==> src/hdl/crbcc_regs.vh <==
// Purpose: Constants for the core reset, boot and clock control block
// Assumes: Included by crbcc_top.v only
// Notes:   Offsets are register-port addresses, 4 bits wide
`ifndef CRBCC_REGS_VH
`define CRBCC_REGS_VH

// Register port addresses
`define CRBCC_ADDR_SYSCTL    4'h0
`define CRBCC_ADDR_WDCTL     4'h1
`define CRBCC_ADDR_CLKCTL    4'h2
`define CRBCC_ADDR_STACKTOP  4'h3
`define CRBCC_ADDR_STATUS    4'h4

// System control fields
`define CRBCC_SC_LOCK_BIT    0
`define CRBCC_SC_LOADER_BIT  1
// Watchdog control fields
`define CRBCC_WD_POR_BIT     7
`define CRBCC_WD_WDRST_BIT   2
`define CRBCC_WD_IRQEN_BIT   0
`define CRBCC_WD_RSTEN_BIT   1
// Clock control fields
`define CRBCC_CK_TIMER_MODE_FIELD_LSB    0
`define CRBCC_CK_PMM_LSB     1

// Reset and boot values
`define CRBCC_STACK_TOP      4'h0_f
`define CRBCC_BOOT_VECTOR    16'h8000
`define CRBCC_APP_VECTOR     16'h0000
`define CRBCC_ROM_WORDS      16'h1000
`define CRBCC_PWD_FIRST      16'h0010
`define CRBCC_PWD_LAST       16'h001f
`define CRBCC_PWD_ALL_ONES   16'hffff
`define CRBCC_PWD_ALL_ZEROS  16'h0000

// Timing: instruction clock 1 MHz from 200 MHz, osc start-up time in ns
`define CRBCC_REF_MHZ        200
`define CRBCC_ICLK_MHZ       1
`define CRBCC_ICLK_DIV       (`CRBCC_REF_MHZ / `CRBCC_ICLK_MHZ)
`define CRBCC_ICLK_HALF      (`CRBCC_ICLK_DIV / 2)
`define CRBCC_TSU_OSC_NS     100000
`define CRBCC_TSU_OSC_CYC    ((`CRBCC_TSU_OSC_NS * `CRBCC_REF_MHZ + 999) / 1000)

`endif

==> src/hdl/crbcc_top.v <==
// Purpose: Reset sources, boot vector, password lock, clock gating, stack
// Assumes: All inputs synchronous to ref_clk; loader firmware is external
// Notes:   Register port: read data valid in the cycle after read strobe
//
// Notes on behaviour
// (RQ1) Sixteen stack entries, sixteen bits each
// (RQ2) Stack index starts at top, 0Fh
// (RQ3) Push: bump index, then write entry
// (RQ4) Pop: read entry, then drop index
// (RQ5) Utility ROM: 4k words from 8000h
// (RQ6) Every reset fetches from ROM first
// (RQ7) Password is words 0010h to 001Fh
// (RQ8) Defined password keeps readout lock set
// (RQ9) Readout lock resets to one
// (RQ10) Mass erase leaves password all ones
// (RQ11) JTAG loader request during reset enters loader
// (RQ12) 2-wire program request, lock needs password
// (RQ13) Loader operations issued by host
// (RQ14) Internal 1 MHz instruction clock
// (RQ15) Analog clock independent, drives timers
// (RQ16) Interrupt or POR enables; stop disables
// (RQ17) Brown-out stops clock; restart after start-up
// (RQ18) Analog clock on for watchdog, timer, protector
// (RQ19) Reset halts execution, clock keeps running
// (RQ20) POR sets power-on flag, boots 8000h
// (RQ21) Watchdog reset sets flag, boots 8000h
// (RQ22) External low pin resets; resume on release
// (RQ23) Stack index wraps modulo sixteen
//
// Local design decisions: the placing of the registers and the plain strobed port.
`include "crbcc_regs.vh"
`timescale 1ns/1ps
`default_nettype none

module crbcc_top #(
  parameter TSU_CYC = `CRBCC_TSU_OSC_CYC
) (
  input  wire        ref_clk,
  input  wire        reset_n,
  input  wire [3:0]  reg_addr,
  input  wire [15:0] reg_wdata,
  input  wire        reg_wr,
  input  wire        reg_rd,
  output reg  [15:0] reg_rdata,
  input  wire        port0_pin2_n,
  input  wire        watchdog_timeout,
  input  wire        brownout_low,
  input  wire        sys_irq,
  input  wire        core_stop,
  input  wire        jtag_loader_set,
  input  wire        twowire_prog_req,
  input  wire        password_match,
  input  wire        loader_exit,
  input  wire        mass_erase,
  input  wire        pwd_valid,
  input  wire [15:0] pwd_addr,
  input  wire [15:0] pwd_word,
  input  wire        stack_push,
  input  wire        stack_pop,
  input  wire [15:0] stack_wdata,
  output reg  [15:0] stack_rdata,
  output reg  [3:0]  stack_index,
  output reg         core_reset,
  output reg  [15:0] fetch_vector,
  output reg         readout_lock_bit,
  output reg         loader_request_bit,
  output reg         loader_active,
  output reg         pwd_force_ones,
  output reg         instruction_clock,
  output reg         iclk_enable,
  output reg         analog_clock_en
);

  // Stack storage
  reg [15:0] stack_mem [0:15]; // RQ1

  // Control registers
  reg        por_flag_reg;
  reg        wd_reset_flag_reg;
  reg        watchdog_irq_enable;
  reg        watchdog_reset_enable;
  reg        timer_mode_field;
  reg [1:0]  protector_mode_field;
  reg        pwd_any_one_reg;
  reg        pwd_any_zero_reg;
  reg        pwd_scan_done_reg;
  reg        ext_rst_seen_reg;
  reg [7:0]  iclk_cnt_reg;
  reg [31:0] tsu_cnt_reg;
  reg        brownout_wait_reg;

  // Helpers
  function [3:0] idx_step;
    input [3:0] idx;
    input       up;
    begin
      idx_step = up ? idx + 4'h1 : idx - 4'h1; // RQ23
    end
  endfunction

  function in_pwd;
    input [15:0] a;
    begin
      in_pwd = (a >= `CRBCC_PWD_FIRST) && (a <= `CRBCC_PWD_LAST); // RQ7
    end
  endfunction

  wire any_reset = ~port0_pin2_n | watchdog_timeout; // RQ22
  wire wr_sc = reg_wr && (reg_addr == `CRBCC_ADDR_SYSCTL);
  wire wr_wd = reg_wr && (reg_addr == `CRBCC_ADDR_WDCTL);
  wire wr_ck = reg_wr && (reg_addr == `CRBCC_ADDR_CLKCTL);
  // Password defined: not all zeros and not all ones
  wire pwd_defined = pwd_any_one_reg & pwd_any_zero_reg; // RQ8
  wire pwd_last = pwd_valid && (pwd_addr == `CRBCC_PWD_LAST);

  // Stack: push bumps index then writes; pop reads then drops
  always @(posedge ref_clk)
  begin
    if (stack_push && !core_reset)
      stack_mem[idx_step(stack_index, 1'b1)] <= stack_wdata; // RQ3
  end

  always @(posedge ref_clk or negedge reset_n)
  begin
    if (!reset_n)
    begin
      stack_index <= `CRBCC_STACK_TOP; // RQ2
      stack_rdata <= 16'h0000;
    end
    else if (core_reset)
      stack_index <= `CRBCC_STACK_TOP; // RQ2
    else if (stack_push)
      stack_index <= idx_step(stack_index, 1'b1); // RQ3
    else if (stack_pop)
    begin
      stack_rdata <= stack_mem[stack_index]; // RQ4
      stack_index <= idx_step(stack_index, 1'b0); // RQ4
    end
  end

  // Reset state, boot vector and reset cause flags
  always @(posedge ref_clk or negedge reset_n)
  begin
    if (!reset_n)
    begin
      core_reset        <= 1'b1; // RQ19
      fetch_vector      <= `CRBCC_BOOT_VECTOR; // RQ5 RQ20
      por_flag_reg      <= 1'b1; // RQ20
      wd_reset_flag_reg <= 1'b0;
      ext_rst_seen_reg  <= 1'b0;
    end
    else
    begin
      // Held in reset while a source is active; one cycle after POR too
      core_reset <= any_reset | loader_exit; // RQ19
      if (any_reset | loader_exit)
        fetch_vector <= `CRBCC_BOOT_VECTOR; // RQ6
      ext_rst_seen_reg <= ~port0_pin2_n; // RQ22
      // Hardware set wins over a software clear
      if (watchdog_timeout)
        wd_reset_flag_reg <= 1'b1; // RQ21
      else if (wr_wd)
        wd_reset_flag_reg <= reg_wdata[`CRBCC_WD_WDRST_BIT];
      if (wr_wd)
        por_flag_reg <= reg_wdata[`CRBCC_WD_POR_BIT];
    end
  end

  // Password scan and readout lock
  always @(posedge ref_clk or negedge reset_n)
  begin
    if (!reset_n)
    begin
      readout_lock_bit  <= 1'b1; // RQ9
      pwd_any_one_reg   <= 1'b0;
      pwd_any_zero_reg  <= 1'b0;
      pwd_scan_done_reg <= 1'b0;
      pwd_force_ones    <= 1'b0;
    end
    else
    begin
      pwd_force_ones <= mass_erase; // RQ10
      if (mass_erase)
      begin
        pwd_any_one_reg   <= 1'b1; // RQ10
        pwd_any_zero_reg  <= 1'b0;
        pwd_scan_done_reg <= 1'b1;
      end
      else if (pwd_valid && in_pwd(pwd_addr))
      begin
        if (pwd_addr == `CRBCC_PWD_FIRST)
        begin
          pwd_any_one_reg  <= (pwd_word != `CRBCC_PWD_ALL_ZEROS);
          pwd_any_zero_reg <= (pwd_word != `CRBCC_PWD_ALL_ONES);
        end
        else
        begin
          pwd_any_one_reg  <= pwd_any_one_reg |
                              (pwd_word != `CRBCC_PWD_ALL_ZEROS);
          pwd_any_zero_reg <= pwd_any_zero_reg |
                              (pwd_word != `CRBCC_PWD_ALL_ONES);
        end
        pwd_scan_done_reg <= pwd_last;
      end
      // Lock may only drop when no completed scan found a defined password or it matched
      if (password_match)
        readout_lock_bit <= 1'b0; // RQ12
      else if (pwd_scan_done_reg && pwd_defined)
        readout_lock_bit <= 1'b1; // RQ8
      else if (wr_sc && !(pwd_scan_done_reg && pwd_defined))
        readout_lock_bit <= reg_wdata[`CRBCC_SC_LOCK_BIT]; // RQ9
    end
  end

  // Loader entry and exit
  always @(posedge ref_clk or negedge reset_n)
  begin
    if (!reset_n)
    begin
      loader_request_bit <= 1'b0;
      loader_active      <= 1'b0;
    end
    else
    begin
      if (jtag_loader_set && core_reset)
        loader_request_bit <= 1'b1; // RQ11
      else if (loader_exit || (wr_sc && !reg_wdata[`CRBCC_SC_LOADER_BIT]))
        loader_request_bit <= 1'b0; // RQ11
      if (loader_exit)
        loader_active <= 1'b0; // RQ12
      else if (loader_request_bit && !core_reset)
        loader_active <= 1'b1; // RQ11
      else if (twowire_prog_req && (!readout_lock_bit || password_match))
        loader_active <= 1'b1; // RQ12 RQ13
    end
  end

  // Instruction clock gate and brown-out start-up wait
  always @(posedge ref_clk or negedge reset_n)
  begin
    if (!reset_n)
    begin
      iclk_enable       <= 1'b1; // RQ16
      brownout_wait_reg <= 1'b0;
      tsu_cnt_reg       <= 32'h0000_0000;
    end
    else if (brownout_low)
    begin
      iclk_enable       <= 1'b0; // RQ17
      brownout_wait_reg <= 1'b1;
      tsu_cnt_reg       <= 32'h0000_0000;
    end
    else if (brownout_wait_reg)
    begin
      // Counting start-up time; the oscillator is not trusted before
      if (tsu_cnt_reg >= TSU_CYC - 1)
      begin
        iclk_enable       <= 1'b1; // RQ17
        brownout_wait_reg <= 1'b0;
      end
      else
        tsu_cnt_reg <= tsu_cnt_reg + 32'h0000_0001;
    end
    else if (sys_irq || any_reset)
      iclk_enable <= 1'b1; // RQ16 RQ19
    else if (core_stop && !core_reset)
      iclk_enable <= 1'b0; // RQ16
  end

  // 1 MHz instruction clock by division; runs through reset
  always @(posedge ref_clk or negedge reset_n)
  begin
    if (!reset_n)
    begin
      iclk_cnt_reg      <= 8'h00;
      instruction_clock <= 1'b0;
    end
    else if (!iclk_enable)
      instruction_clock <= 1'b0;
    else if (iclk_cnt_reg == `CRBCC_ICLK_HALF - 1)
    begin
      iclk_cnt_reg      <= 8'h00;
      instruction_clock <= ~instruction_clock; // RQ14
    end
    else
      iclk_cnt_reg <= iclk_cnt_reg + 8'h01;
  end

  // Analog clock request, separate from instruction clock gate
  always @(posedge ref_clk or negedge reset_n)
  begin
    if (!reset_n)
    begin
      analog_clock_en       <= 1'b0;
      watchdog_irq_enable   <= 1'b0;
      watchdog_reset_enable <= 1'b0;
      timer_mode_field      <= 1'b0;
      protector_mode_field  <= 2'b00;
    end
    else
    begin
      if (wr_wd)
      begin
        watchdog_irq_enable   <= reg_wdata[`CRBCC_WD_IRQEN_BIT];
        watchdog_reset_enable <= reg_wdata[`CRBCC_WD_RSTEN_BIT];
      end
      if (wr_ck)
      begin
        timer_mode_field     <= reg_wdata[`CRBCC_CK_TIMER_MODE_FIELD_LSB];
        protector_mode_field <= reg_wdata[`CRBCC_CK_PMM_LSB+1:
                                          `CRBCC_CK_PMM_LSB];
      end
      analog_clock_en <= watchdog_irq_enable | watchdog_reset_enable |
                         timer_mode_field | (|protector_mode_field); // RQ15 RQ18
    end
  end

  // Register read port, data one cycle after strobe
  always @(posedge ref_clk or negedge reset_n)
  begin
    if (!reset_n)
      reg_rdata <= 16'h0000;
    else if (reg_rd)
    begin
      case (reg_addr)
        `CRBCC_ADDR_SYSCTL:
          reg_rdata <= {14'h0000, loader_request_bit, readout_lock_bit};
        `CRBCC_ADDR_WDCTL:
          reg_rdata <= {8'h00, por_flag_reg, 4'h0, wd_reset_flag_reg,
                        watchdog_reset_enable, watchdog_irq_enable};
        `CRBCC_ADDR_CLKCTL:
          reg_rdata <= {13'h0000, protector_mode_field, timer_mode_field};
        `CRBCC_ADDR_STACKTOP:
          reg_rdata <= {12'h000, stack_index};
        `CRBCC_ADDR_STATUS:
          reg_rdata <= {11'h000, pwd_defined, loader_active,
                        analog_clock_en, iclk_enable, core_reset};
        default:
          reg_rdata <= 16'h0000;
      endcase
    end
    else
      reg_rdata <= 16'h0000;
  end

endmodule // crbcc_top

`default_nettype wire

==> config.mk <==
export PLATFORM = sky130hd
export DESIGN_NAME = crbcc_top
export DESIGN_NICKNAME = d
export VERILOG_FILES = /design/src/hdl/crbcc_top.v
export VERILOG_INCLUDE_DIRS = /design/src /design/src/hdl
export SDC_FILE = /design/constraint.sdc
export NUM_CORES = 1
export LEC_CHECK = 0
export BUFFER_PORTS_ARGS = -buffer_cell sky130_fd_sc_hd__buf_2
export CORE_UTILIZATION = 35
export DETAILED_ROUTE_END_ITERATION = 8
export PLACE_DENSITY = 0.58
export RECOVER_POWER = 25
export SLEW_MARGIN = 15
export SYNTH_ARGS = -nofsm -noshare
export SYNTH_HDL_FRONTEND = slang
export SYNTH_SLANG_ARGS = --single-unit
==> constraint.sdc <==
create_clock -name ref_clk -period 3.5 [get_ports ref_clk]
set_input_delay 0.35 -clock ref_clk [delete_from_list [all_inputs] [get_ports ref_clk]]
set_output_delay 0.35 -clock ref_clk [all_outputs]
set_load 0.05 [all_outputs]
* Word-level counts from Yosys, hierarchy flattened
Memories as Yosys holds them, arrays and structs flattened. A register that Yosys moved wholly into a read port is not among the register bits.
Index checks and enable logic that the tools add are counted.
** Word-level totals
- Latch bits :: 0
- Memories :: 1
- ROM bits :: 0
- Flip-flop bits (word level) :: 79
- Bits in writable memories :: 256
** Memories
- stack_mem :: words 16, bits a word 16, rd ports 1, clocked after memory_dff 1, write ports 1, RTL line crbcc_top.v:75 : reg [15:0] stack_mem [0:15];
** Cells by class
- Add/sub/neg operators :: 4
- Bitwise gates (word level) :: 12
- Divide/modulo/power cells :: 0
- Shift operators :: 0
- Muxes and demuxes :: 39
- Equality and inequality tests :: 11
- Reductions and logical operators :: 36
- Multipliers :: 0
- Order comparisons :: 3
** Operator list (count)
- 2-to-1 mux 32 bit :: 3
- one-hot mux 8 bit (5 select lines) :: 1
- adder 32 x 1 -> 32 bit (second input constant) :: 1
- equality test 16 x 5 -> 1 bit (second input constant) :: 2
- >= comparator 32 x 15 -> 1 bit (second input constant) :: 1
- 2-to-1 mux 1 bit :: 30
- >= comparator 16 x 5 -> 1 bit (second input constant) :: 1
- less-or-equal comparator 16 x 5 -> 1 bit (second input constant) :: 1
- 2-to-1 mux 16 bit :: 1
- inequality test 16 bit (second input constant) :: 1
- nonzero test 16 bit :: 1
- logical AND 1 bit :: 14
- 2-to-1 mux 4 bit :: 3
- nonzero test 3 bit :: 3
- adder 8 x 1 -> 8 bit (second input constant) :: 1
- equality test 4 x 2 -> 1 bit (second input constant) :: 2
- equality test 8 x 7 -> 1 bit (second input constant) :: 1
- 2-to-1 mux 8 bit :: 1
- nonzero test 2 bit :: 4
- OR 1 bit :: 7
- zero test 1 bit :: 5
- adder 4 x 1 -> 4 bit (second input constant) :: 1
- equality test 4 x 1 -> 1 bit (second input constant) :: 1
- equality test 4 x 3 -> 1 bit (second input constant) :: 1
- other kinds (12) :: 18

* Longest topological paths before layout
- Word-level depth :: 7
- Depth in mapped cells :: 9
- Depth with buffers taken out :: 6

* Least setup slack after synthesis
Ideal clock, no wire load.
- Path type :: register to register
- Start :: reg stack_index[0]
- End :: mem stack_mem[15][0] (enable)
- Stages on the path, launching flop included :: 9
- Data required time :: 3.112 ns
- Buffers on the path :: 3
- Data arrival time :: 2.811 ns
- Period minus slack after synthesis :: 3.199 ns
- Slack :: 0.301 ns
- Cells stage by stage :: dfstp_2 -> clkbuf_1 -> buf_4 -> buf_2 -> nand2_1 -> xnor2_1 -> nand2_1 -> mux2_2 -> nor2_1
** Between the ends
- Word-level cells in the longest chain between the ends :: 1
** RTL lines
- start: declaration :: RTL line crbcc_top.v:62 : output reg [3:0] stack_index,
- start signal: assignment :: RTL line crbcc_top.v:127 : stack_index <= `CRBCC_STACK_TOP;
- start signal: assignment :: RTL line crbcc_top.v:131 : stack_index <= `CRBCC_STACK_TOP;
- start signal: assignment :: RTL line crbcc_top.v:133 : stack_index <= idx_step(stack_index, 1'b1);
- adder 4 x 1 -> 4 bit
- end: declaration :: RTL line crbcc_top.v:75
Every way passes these cells.

* Worst setup path in the final report
- Start :: reg stack_index[1]
- End :: mem stack_mem[12][7] (enable)
The elaborated chain is that of the path after synthesis.

==> metrics.md <==
| Metric | Value |
|---|---|
| Fin cells | 1492 |
| Wirelength per Cell | 20.51 um |
| Synth Cell Area | 13880 sq um |
| Largest area contributor in the netlist | edfxtp_1 |
| Peak VDD IR | 500.6 uV |
| Max_cap viols | 0 |
| Worst rel slew slack | 42.75% |
| Fin crit share | 76.39% |
| #FFs+latches synth | 341 |
| I/O pin count | 145 |
| Vias in the first global route | 7612 |
| Fin. Hold Viols | 0 |
| Inserted Diodes | 0 |
| DR pass1 iterations | 5 |
| First-pass GRT wire length | 46.39 mm |
| Comb pwr share | 7.7% |
| Top cells by area, synth | edfxtp_1 55%, dfrtp_1 14%, mux4_2 10%, mux2_2 2.0%, mux2i_1 1.7% |
| Net load switching power | 2.030 mW |
| Critical path arrival | 2.91 ns |
| CP required | 3.73 ns |
| Cell variety after synth | 48 |
| Fmax | 0.3740 GHz |
| CTS buffer count | 36 |
| Int Power | 6.812 mW |
| Setup Total Neg Slack | 0 ns |
| Total GRT Usage | 15.25% |
| PortBufs | 106 |
| Sequential element share of the synthesized area | 70.78% |
| Yosys warns | 0 |
| Largest net degree at the start of global routing | 51 |
| Register share of total power | 50.9% |
| Fillers | 3514 |
| Die area | 40460 sq um |
| Crit start category | register |
| Clock buffer depth | 3 |
| Cells after Synth | 810 |
| Mean Syn Cell Area | 17.14 sq um |
| Synth async-reset ratio | 24.93% |
| Worst Tran Pin Value | 0.8509 ns |
| Area growth, synth to finish | 17.00% |
| GPL Wtd Cong | 0.7814 |
| Worst slack, placed | 0.7781 ns |
| Power Total | 8.842 mW |
| CTS H-tree depth | 2 |
| Nets | 1040 |
| TritonCTS Sinks | 341 |
| Via count | 7529 |
| Power share of the clock group | 41.4% |
| Starting Density | 35.67% |
| LEAKAGE | 5.941 nW |
| Remaining antenna violation count | 0 |
| Vias per inst | 5.046 |
| Core area | 38920 sq um |
| Worst min path class | input pin to register |
| Crit Path Category | register to register |
| Post-DP HPWL | 17.92 mm |
| Top cell type's share of synthesized area | 55.38% |
| Routed wire length | 30.61 mm |
| Inst Count DP | 1423 |
| CP Capture Type | register |
| # hold bufs at CTS | 4 |
| Die Wd | 201.1 um |
| FP Rows | 72 |
| Initial antenna violation count | 1 |
| CTS root buf | clkbuf_16 |
| Top FF cell, synth | edfxtp_1 |
| Post-cts resize count | 0 |
| Status | finished, final reports clean |
| Post-route DRC | 0 |
| Share of cells above drive strength 1 | 29.06% |
| Worst-Skew Late Latency | 0.53 ns |
| Setup Skew | 0.03103 ns |
| Post-synth EDFFs | 256 |
| RSZ-0062 raised after global routing | false |
| Gr ovfl total | 0 |
| Setup ws final | 0.8265 ns |
| Clock-pin slew on the worst setup and hold paths | 0.06 ns |
| Die Span Y | 201.1 um |
| Sw Share | 22.96% |
| Pwr per Cell Area | 544.4 nW/um^2 |
| Detailed Route Iter0 Violations | 597 |
| Slew Limit Fails | 0 |
| Clock tree from TritonCTS | yes |
| Final setup fails | 0 |
| Setup Buffers After CTS | 0 |
| Final worst path period need | 2.673 ns |
| Max reg flops | 256 |
| Critical-path maximum fanout | 23 |
==> worst max-delay path, cell delays in order (launching register included) <==
cell	delay (ns)
dfstp_4	0.82
nand2_1	0.14
xnor2_1	0.30
nand2_1	0.09
mux2_2	0.33
nor2_2	0.48
buf_12	0.23
==> layer usage <==
layer / vias to the layer above / GRT usage [%] / wire (um)
li1: 3424 / - / -
met5: - / 0 / 13
met1: 3834 / 20.92 / 13800
met3: 45 / 3.337 / 1740
met2: 224 / 24.64 / 14550
met4: 2 / 3.871 / 505
==> area by class of cell <==
type,instances,area (sq um),area share [%]
clock buffers,54,978.4,6.025
clock inverters,11,147.6,0.9091
inverters,13,48.80,0.3005
multi-input cells,417,3782,23.29
flip-flops and latches,341,9832,60.54
well taps,518,648.1,3.991
repair buffers,138,803.3,4.946
==> kinds of logic (layout without fill, tap and decap cells) <==
group / Yosys count / in the layout / share of synthesized area (%)
compound gates: 65 / 65 / 3.299
other cells: 2 / 26 / 0.05410
buf+inv: 76 / 216 / 2.911
flops: 341 / 341 / 70.78
xor+xnor: 11 / 11 / 0.6941
simple gates: 192 / 192 / 7.238
fa+ha+maj: 8 / 8 / 0.7211
mux: 115 / 115 / 14.30
==> power by group through the flow <==
stage               clock network, mW  registers (mW)  logic (mW)
floorplan                           0            4.73       0.307
global placement                    0            4.58       0.676
detailed placement                  0            4.58       0.685
CTS                              3.76            4.50       0.689
global route                     3.92            4.51       0.726
finish                           3.66            4.50       0.677
==> through the flow <==
| stage | cell area [sq um] | hold WS (ns) | util (%) |
|---|---|---|---|
| floorplan | 13970 | 0.05441 | - |
| finish | 16240 | 0.04547 | 41.73 |
| global placement | 15090 | 0.3297 | 38.78 |
| detailed placement | 15090 | 0.3264 | 38.78 |
| global route | 16240 | 0.04887 | 41.73 |
| CTS | 16260 | 0.02779 | 41.78 |
==> Yosys cell counts, drive strengths merged, types with 3 or more instances <==
cell and number:
a21oi 18, a221o 17, a31oi 3, and3 3, and4 3, buf 40
clkbuf 23, dfrtp 77, dfstp 8, edfxtp 256, ha 8, inv 13
mux2 27, mux2i 24, mux4 64, nand2 31, nand2b 5, nand3 14
nand4 13, nor2 44, nor2b 23, nor3 22, nor4 16, o21ai 11
o22ai 4, o31ai 4, or3 5, or4 6, xnor2 10
==> cells in the final DEF (no fill, tap or decap), types with 4 or more instances in the layout <==
cell,count
dfrtp_1,77
ha_1,8
mux2_2,25
mux2i_1,24
o21ai_0,11
nor2b_1,23
clkbuf_1,31
mux4_2,64
dlygate4sd3_1,4
nand2b_1,5
a21oi_1,18
nor2_2,16
nand3_1,14
o31ai_1,4
o22ai_1,4
a221o_1,17
buf_4,26
conb_1,26
or3_1,5
nand4_1,13
edfxtp_1,256
xnor2_1,10
clkbuf_16,36
nand2_1,31
dfstp_2,6
buf_2,91
or4_1,5
nor3_1,21
nor2_1,28
inv_1,13
clkinv_2,5
nor4_1,16
==> final timing paths <==
check                                     end  slack, ns            start  cells after the start
max reg2reg                  stack_mem[12][7]       0.83   stack_index[1]                      6
min                        loader_request_bit       0.05  jtag_loader_set                      3
min reg2reg                   iclk_cnt_reg[7]       0.47  iclk_cnt_reg[7]                      1
max                          stack_mem[12][7]       0.83   stack_index[1]                      6
max in group asynchronous          core_reset       2.37          reset_n                      3
min in group asynchronous     stack_rdata[11]       0.34          reset_n                      2
Note: power is estimated with default switching activity, not from simulation.
